File: src/cpu_seq_defs.svh
// constants for the bus cycle sequencer: opcode fields, reset values
// assumes inclusion by the sequencer package and the sequencer module
`ifndef CPU_SEQ_DEFS_SVH
`define CPU_SEQ_DEFS_SVH

// opcode layout: [7] store, [6:4] mode, [3] index y, [1:0] register
`define OPC_STORE_BIT 7
`define OPC_MODE_MSB 6
`define OPC_MODE_LSB 4
`define OPC_IDX_Y_BIT 3
`define OPC_REG_MSB 1
`define OPC_REG_LSB 0

// mode field codes
`define MODE_IMM 3'h0
`define MODE_ZP 3'h1
`define MODE_ABS 3'h2
`define MODE_IZX 3'h3
`define MODE_ABX 3'h4
`define MODE_ZPX 3'h5
`define MODE_IZY 3'h6

// register select codes for stores
`define REG_SEL_A 2'h0
`define REG_SEL_X 2'h1
`define REG_SEL_Y 2'h2

// reset values
`define RESET_PC 16'h0000
`define PAGE_ZERO 8'h00
`define RESET_DOUT 8'h00
`define RESET_BYTE 8'h00

// address offsets of the fetch pointer
`define PC_STEP 16'h0001
`define ABS_LEN 16'h0003

`endif

File: src/cpu_seq_pkg.sv
// types shared by the bus cycle sequencer and its tests
// assumes the defs header sits in the same folder
`include "cpu_seq_defs.svh"

package cpu_seq_pkg;

  // bus cycle slot within one instruction
  typedef enum logic [2:0] {
    ST_FETCH,
    ST_OPND,
    ST_HIGH,
    ST_DUMMY,
    ST_PTR_LO,
    ST_PTR_HI,
    ST_INDEXED,
    ST_DATA
  } cycle_t;

  // addressing modes decoded from the opcode
  typedef enum logic [2:0] {
    AM_IMM,
    AM_ZP,
    AM_ABS,
    AM_IZX,
    AM_ABX,
    AM_ZPX,
    AM_IZY
  } addr_mode_t;

  // everything the sequencer drives onto the system bus
  typedef struct packed {
    logic [15:0] addr;
    logic rw;
    logic [7:0] dout;
    logic doe_n;
  } bus_t;

  // core register values supplied by the datapath
  typedef struct packed {
    logic [7:0] a;
    logic [7:0] x;
    logic [7:0] y;
  } core_regs_t;

  // whole sequencer state
  typedef struct packed {
    cycle_t cyc;
    logic [15:0] pc;
    logic [7:0] opc;
    logic [7:0] lo;
    logic [7:0] hi;
    logic [7:0] ptr;
    logic carry;
    logic [7:0] opnd;
    logic opnd_valid;
    bus_t bus;
  } seq_state_t;

  // unused mode codes fall back to the two-cycle immediate form
  function automatic addr_mode_t opc_mode(input logic [7:0] opc);
    addr_mode_t m;
    m = AM_IMM;
    case (opc[`OPC_MODE_MSB:`OPC_MODE_LSB])
      `MODE_ZP: m = AM_ZP;
      `MODE_ABS: m = AM_ABS;
      `MODE_IZX: m = AM_IZX;
      `MODE_ABX: m = AM_ABX;
      `MODE_ZPX: m = AM_ZPX;
      `MODE_IZY: m = AM_IZY;
      default: m = AM_IMM;
    endcase
    return m;
  endfunction : opc_mode

endpackage : cpu_seq_pkg

File: src/index_adder.sv
// low-byte index adder with explicit carry out
// assumes a purely combinational use inside the sequencer
`timescale 1ns/1ps

module index_adder (
  input wire logic [7:0] base,
  input wire logic [7:0] index,
  output logic [7:0] sum,
  output logic carry
);

  // nine-bit sum keeps the carry that decides the page fix-up
  logic [8:0] wide;

  always_comb begin
    wide = {1'b0, base} + {1'b0, index};
    sum = wide[7:0];
    carry = wide[8];
  end

endmodule : index_adder

File: src/cpu_bus_cycle_sequencer.sv
// cycle-by-cycle bus sequencer for memory-read and store instructions
// assumes memory answers every read in the same cycle on bus_din and
// captures bus.dout in every cycle where bus.rw is low
`timescale 1ns/1ps
`include "cpu_seq_defs.svh"

module cpu_bus_cycle_sequencer
  import cpu_seq_pkg::*;
(
  input wire logic core_clk,
  input wire logic rst_n,
  input wire logic [7:0] bus_din,
  input wire core_regs_t regs,
  output bus_t bus,
  output logic opcode_fetch,
  output logic [7:0] operation_code,
  output logic [7:0] operand_data,
  output logic operand_valid
);

  seq_state_t s_q;
  seq_state_t s_d;
  addr_mode_t mode;
  logic is_store;
  logic [7:0] idx;
  logic [7:0] idx_sum;
  logic idx_carry;
  logic [7:0] wdata;
  logic [15:0] pc_next;

  // decode of the opcode held for the running instruction
  always_comb begin
    mode = opc_mode(s_q.opc);
    is_store = s_q.opc[`OPC_STORE_BIT] && (mode != AM_IMM);
  end

  // index source: indirect forms are fixed, the rest pick by opcode bit
  always_comb begin
    case (mode)
      AM_IZX: idx = regs.x;
      AM_IZY: idx = regs.y;
      default: idx = s_q.opc[`OPC_IDX_Y_BIT] ? regs.y : regs.x;
    endcase
  end

  // register that a store drives onto the data bus
  always_comb begin
    case (s_q.opc[`OPC_REG_MSB:`OPC_REG_LSB])
      `REG_SEL_X: wdata = regs.x;
      `REG_SEL_Y: wdata = regs.y;
      default: wdata = regs.a;
    endcase
  end

  // the base low byte is always lo_q, so one adder serves all modes
  index_adder u_index_adder (
    .base(s_q.lo),
    .index(idx),
    .sum(idx_sum),
    .carry(idx_carry)
  );

  assign pc_next = s_q.pc + `PC_STEP;

  // a read cycle releases the data bus
  function automatic bus_t rd_cycle(input logic [15:0] a);
    bus_t b;
    b.addr = a;
    b.rw = 1'b1;
    b.dout = `RESET_DOUT;
    b.doe_n = 1'b1;
    return b;
  endfunction : rd_cycle

  // final memory access: read, or write with the register driven
  function automatic bus_t mem_cycle(input logic [15:0] a,
                                     input logic wr,
                                     input logic [7:0] d);
    bus_t b;
    b.addr = a;
    b.rw = !wr;
    b.dout = wr ? d : `RESET_DOUT;
    b.doe_n = !wr;
    return b;
  endfunction : mem_cycle

  // next-state logic; bus fields describe the cycle that follows
  always_comb begin
    s_d = s_q;
    s_d.opnd_valid = 1'b0;
    case (s_q.cyc)
      ST_FETCH: begin
        // opcode read at pc, step pc to the first operand byte
        s_d.opc = bus_din;
        s_d.pc = pc_next;
        s_d.cyc = ST_OPND;
        s_d.bus = rd_cycle(pc_next);
      end
      ST_OPND: begin
        s_d.pc = pc_next;
        s_d.lo = bus_din;
        case (mode)
          AM_ZP: begin
            s_d.cyc = ST_DATA;
            s_d.bus = mem_cycle({`PAGE_ZERO, bus_din}, is_store,
                                wdata);
          end
          AM_ABS, AM_ABX: begin
            s_d.cyc = ST_HIGH;
            s_d.bus = rd_cycle(pc_next);
          end
          AM_IZX, AM_ZPX: begin
            // discarded read at the unindexed page-zero base
            s_d.cyc = ST_DUMMY;
            s_d.bus = rd_cycle({`PAGE_ZERO, bus_din});
          end
          AM_IZY: begin
            s_d.ptr = bus_din;
            s_d.cyc = ST_PTR_LO;
            s_d.bus = rd_cycle({`PAGE_ZERO, bus_din});
          end
          default: begin
            // immediate operand is here; next opcode at pc+2
            s_d.opnd = bus_din;
            s_d.opnd_valid = 1'b1;
            s_d.cyc = ST_FETCH;
            s_d.bus = rd_cycle(pc_next);
          end
        endcase
      end
      ST_HIGH: begin
        s_d.pc = pc_next;
        s_d.hi = bus_din;
        if (mode == AM_ABX) begin
          // first try keeps the base page; carry saved for the fix-up
          s_d.carry = idx_carry;
          s_d.cyc = ST_INDEXED;
          s_d.bus = rd_cycle({bus_din, idx_sum});
        end else begin
          s_d.cyc = ST_DATA;
          s_d.bus = mem_cycle({bus_din, s_q.lo}, is_store,
                              wdata);
        end
      end
      ST_DUMMY: begin
        // page-zero sum drops the carry on purpose
        if (mode == AM_IZX) begin
          s_d.ptr = idx_sum;
          s_d.cyc = ST_PTR_LO;
          s_d.bus = rd_cycle({`PAGE_ZERO, idx_sum});
        end else begin
          s_d.cyc = ST_DATA;
          s_d.bus = mem_cycle({`PAGE_ZERO, idx_sum}, is_store,
                              wdata);
        end
      end
      ST_PTR_LO: begin
        // pointer high byte also wraps inside page zero
        s_d.lo = bus_din;
        s_d.cyc = ST_PTR_HI;
        s_d.bus = rd_cycle({`PAGE_ZERO, s_q.ptr + 8'h01});
      end
      ST_PTR_HI: begin
        s_d.hi = bus_din;
        if (mode == AM_IZY) begin
          s_d.carry = idx_carry;
          s_d.cyc = ST_INDEXED;
          s_d.bus = rd_cycle({bus_din, idx_sum});
        end else begin
          s_d.cyc = ST_DATA;
          s_d.bus = mem_cycle({bus_din, s_q.lo}, is_store,
                              wdata);
        end
      end
      ST_INDEXED: begin
        if (is_store) begin
          // stores never take the short path, carry or not
          s_d.cyc = ST_DATA;
          s_d.bus = mem_cycle({s_q.hi + {7'h00, s_q.carry},
                              s_q.bus.addr[7:0]}, 1'b1, wdata);
        end else if (s_q.carry) begin
          // data of this cycle came from the wrong page
          s_d.cyc = ST_DATA;
          s_d.bus = rd_cycle({s_q.hi + 8'h01,
                             s_q.bus.addr[7:0]});
        end else begin
          s_d.opnd = bus_din;
          s_d.opnd_valid = 1'b1;
          s_d.cyc = ST_FETCH;
          s_d.bus = rd_cycle(s_q.pc);
        end
      end
      ST_DATA: begin
        // reads hand the byte on while the next opcode is fetched
        if (!is_store) begin
          s_d.opnd = bus_din;
          s_d.opnd_valid = 1'b1;
        end
        s_d.cyc = ST_FETCH;
        s_d.bus = rd_cycle(s_q.pc);
      end
      default: begin
        s_d.cyc = ST_FETCH;
        s_d.bus = rd_cycle(s_q.pc);
      end
    endcase
  end

  // state register; first cycle after reset fetches at the reset pc
  always_ff @(posedge core_clk or negedge rst_n) begin
    if (!rst_n) begin
      s_q.cyc <= ST_FETCH;
      s_q.pc <= `RESET_PC;
      s_q.opc <= `RESET_BYTE;
      s_q.lo <= `RESET_BYTE;
      s_q.hi <= `RESET_BYTE;
      s_q.ptr <= `RESET_BYTE;
      s_q.carry <= 1'b0;
      s_q.opnd <= `RESET_BYTE;
      s_q.opnd_valid <= 1'b0;
      s_q.bus.addr <= `RESET_PC;
      s_q.bus.rw <= 1'b1;
      s_q.bus.dout <= `RESET_DOUT;
      s_q.bus.doe_n <= 1'b1;
    end else begin
      s_q <= s_d;
    end
  end

  // all outputs come from the state register, opcode_fetch through a decode of its cycle field
  assign bus = s_q.bus;
  assign opcode_fetch = (s_q.cyc == ST_FETCH);
  assign operation_code = s_q.opc;
  assign operand_data = s_q.opnd;
  assign operand_valid = s_q.opnd_valid;
endmodule : cpu_bus_cycle_sequencer

File: config.mk
export PLATFORM = sky130hd
export DESIGN_NAME = cpu_bus_cycle_sequencer
export DESIGN_NICKNAME = d
export VERILOG_FILES = /design/src/cpu_seq_pkg.sv /design/src/index_adder.sv /design/src/cpu_bus_cycle_sequencer.sv
export VERILOG_INCLUDE_DIRS = /design/src
export SDC_FILE = /design/constraint.sdc
export NUM_CORES = 1
export LEC_CHECK = 0
export ABC_AREA = 1
export BUFFER_PORTS_ARGS = -buffer_cell sky130_fd_sc_hd__buf_2
export CAP_MARGIN = 0
export CELL_PAD_IN_SITES_DETAIL_PLACEMENT = 1
export CELL_PAD_IN_SITES_GLOBAL_PLACEMENT = 1
export CORE_UTILIZATION = 45
export CTS_CLUSTER_DIAMETER = 40
export DETAILED_ROUTE_END_ITERATION = 16
export PLACE_DENSITY = 0.84
export SLEW_MARGIN = 15
export SYNTH_ARGS = -nofsm -noshare
export SYNTH_HDL_FRONTEND = slang
export SYNTH_SLANG_ARGS = --single-unit
export TNS_END_PERCENT = 20
File: constraint.sdc
create_clock -name core_clk -period 5 [get_ports core_clk]
set_input_delay 0.75 -clock core_clk [delete_from_list [all_inputs] [get_ports core_clk]]
set_output_delay 0.75 -clock core_clk [all_outputs]
set_load 0.02 [all_outputs]
==> flow_summary.ini <==
[route]
drt_pass1_iterations = 5
wirelength_microns = 19200
ant_nets = 0
via_count = 5760
drc = 0
drt-initial-drc-count = 324
routed_via_density = 5.42
wire_per_inst_microns = 18.1

[timing]
layout_min_cycle_time_ps = 3150
rsz0062_at_grt = false
tns_ps = 0
hold_viol_final = 0
final-setup-viol-count = 0
tightest_slew_ps = 912
slew_viol_final = 0
period_share_pct = 63.1
max_freq_mhz = 317
slew_headroom_pct = 39.0
clock_skew_ps = 8.26

[finish]
syn_to_final_growth_pct = 8.25
drive_gt1_share_pct = 17.2
n_antenna_cell = 0
finish.net_count = 932
fin_area_sq_um = 6630
multi_input_area_sq_um = 3070
fillCellCount = 1776
regArea_sq_um = 2150

[critical_path]
end_kind = flip-flop
startpoint = operation_code[4]
slowest_delay_ps = 590
cpMostUsedCell = nand2_1
startpoint_type = flip-flop
path_delay_family = simple AND/OR/NAND/NOR gates
required_ps = 5260
crit_buf_inv = 5
rr_startpoint = operation_code[4]
critical_path.max_fanout = 9
cp_cell_sequence = inv_2 > nand3_1 > nand2_1 > nor2_2 > nor2_4 > o21ai_0 > ha_1 > inv_1 > fa_1 > inv_1 > nand2_1 > nand2_1 > nand2_1 > nand2_1 > nand2_1 > nand2_1 > inv_1 > nor2_1 > nand3_1 > nand2_1 > inv_1
slowest_stage = dfrtp_1
crit_arrival_ps = 3410
criticalPathCategory = reg2reg

[yosys]
synthFlopType = dfrtp_1
ys_seq_elements = 86
ys_warn_count = 0
synth_top_area_share_pct = 34.7
synth_seq_area_share_pct = 35.1
netlist.top_cell.by_area = dfrtp_1
synthTopCellsByArea = dfrtp_1, nand2_1, inv_1
async_reset_ff_share_pct = 100
synth_cells = 856
synth_edf_count = 0
synthDistinctLibCells = 48
synth_area_per_cell_sq_um = 7.16
syn-num-nets = 906
netlist_area_sq_um = 6130

[run_status]
outcome = complete, no violations

[pwr]
max-vdd-ir-drop_mv = 0.300
p_leak_nw = 3.42
totalPowerFinal_mw = 5.05
p_per_area_nw_per_um2 = 761

[clocking]
ctsHoldBuffers = 0
clkSlewWorstSetupHoldPaths_ps = 70
cts.repair.resized = 0
htree_levels = 3
postCtsSetupBuffers = 0
cts_tree = yes
cts-root-buf = clkbuf_16
cts.path.max_buffers = 2
clkLatencyLatePin_ps = 350
cts_sinks = 86
cts-buffers-inserted = 9

[floorplanning]
io_pins = 78
die_x_microns = 119
die_area_sq_um = 14100
coreArea_sq_um = 13200
dieHeight_microns = 119
initial_core_util_pct = 46.3
num_rows = 42

[place]
place_congestion = 0.966
portBuffers = 77
place_area_sq_um = 6290
dp_hpwl_microns = 14600

[global_routing]
grt_usage_pct = 28.9
grt_antenna_before_repair = 0
overflow = 0
grt_pass1_wl_microns = 31400
grt_start_max_net_pins = 54
grt_pass1_vias = 5976

[run]
maxCapViolations = 0

[worst_hold_path]
holdCritPathClass = in2async
-- final timing paths --
path | end | slack (ps) | depth (start not counted)
setup reg to reg | bus[14] | 1850 | 21
max in group asynchronous | s_q[71] | 3590 | 2
hold reg to reg | operation_code[2] | 490 | 2
hold / removal | operand_data[1] | 440 | 1
min in group core_clk | operation_code[2] | 490 | 2
setup / recovery | bus[14] | 1850 | 21
-- state kept, by name, indices dropped and copies added (netlist names) --
register        cells
s_q                44
operand_valid       1
bus                25
operand_data        8
operation_code      8
-- logic make-up (layout without fill, tap and decap cells) --
| family | after synthesis | count (layout) | share of synthesized area, % |
|---|---|---|---|
| buffers and inverters | 179 | 210 | 14.7 |
| multiplexers | 2 | 2 | 0.368 |
| XOR/XNOR | 15 | 15 | 2.14 |
| AND/OR/NAND/NOR | 418 | 418 | 31.0 |
| adder cells (fa/ha/maj) | 16 | 16 | 3.39 |
| AO/OA/AOI/OAI | 140 | 140 | 13.2 |
| flip-flops | 86 | 86 | 35.1 |
-- cell usage after synthesis (11+ instances only) --
library cell  instances
nand2_1             222
inv_1               103
dfrtp_1              85
nor2_1               67
nand3_1              62
o21ai_0              61
buf_4                43
a21oi_1              36
nand4_1              16
ha_1                 15
o21ai_1              14
nand2_2              12
a221oi_1             11
xor2_1               11
-- cell usage in the layout, fill, tap and decap left out, types with 5 or more instances in the layout --
cell and n:
ha_1 15, o21ai_0 61, dfrtp_1 85, inv_2 9
nor3_2 9, xor2_1 11, nand3_1 62, buf_2 76
clkbuf_16 9, inv_1 103, nor2_1 67, nand4_1 16
nor2_4 5, nand2_2 12, or2_0 5, a221oi_1 11
a21oi_1 36, nand2_1 222, o21ai_1 14
-- area by class of cell --
| class | count | area share [%] |
|---|---|---|
| Multi-Input combinational cell | 591 | 46.3 |
| Inverter | 114 | 6.49 |
| Sequential cell | 86 | 32.5 |
| Clock buffer | 9 | 3.40 |
| Timing Repair Buffer | 80 | 6.19 |
| Clock inverter | 7 | 1.81 |
| Tap cell | 176 | 3.32 |
-- per-layer routing --
metal,wire length [microns],GRT usage (%)
met1,8750,37.8
met2,9220,47.7
met3,635,4.10
met4,586,12.0
met5,0,0
-- worst register-to-register path, delay by kind of cell, from the launching register on --
| family | cells | cell delay, ps |
|---|---|---|
| simple gates | 13 | 1280 |
| fa+ha+maj | 2 | 630 |
| flops | 1 | 590 |
| buf+inv | 5 | 330 |
| compound gates | 1 | 240 |
-- power breakdown --
part	total (mW)	internal (mW)	switching [mW]
Clock	0.800	0.491	0.309
Combinational	2.94	0.921	2.02
Sequential	1.30	0.991	0.313
-- stage by stage --
step	worst slack (ps)	hold slack (ps)	std cells	utilization, %
5_1_grt	1500	502	1063	50.1
3_5_place_dp	1880	479	1047	47.5
3_3_place_gp	2060	463	1047	47.5
4_1_cts	1870	464	1063	50.1
2_1_floorplan	2450	450	856	-
6_report	1850	444	1063	50.1
No activity file was read; power rests on OpenSTA's default activity.
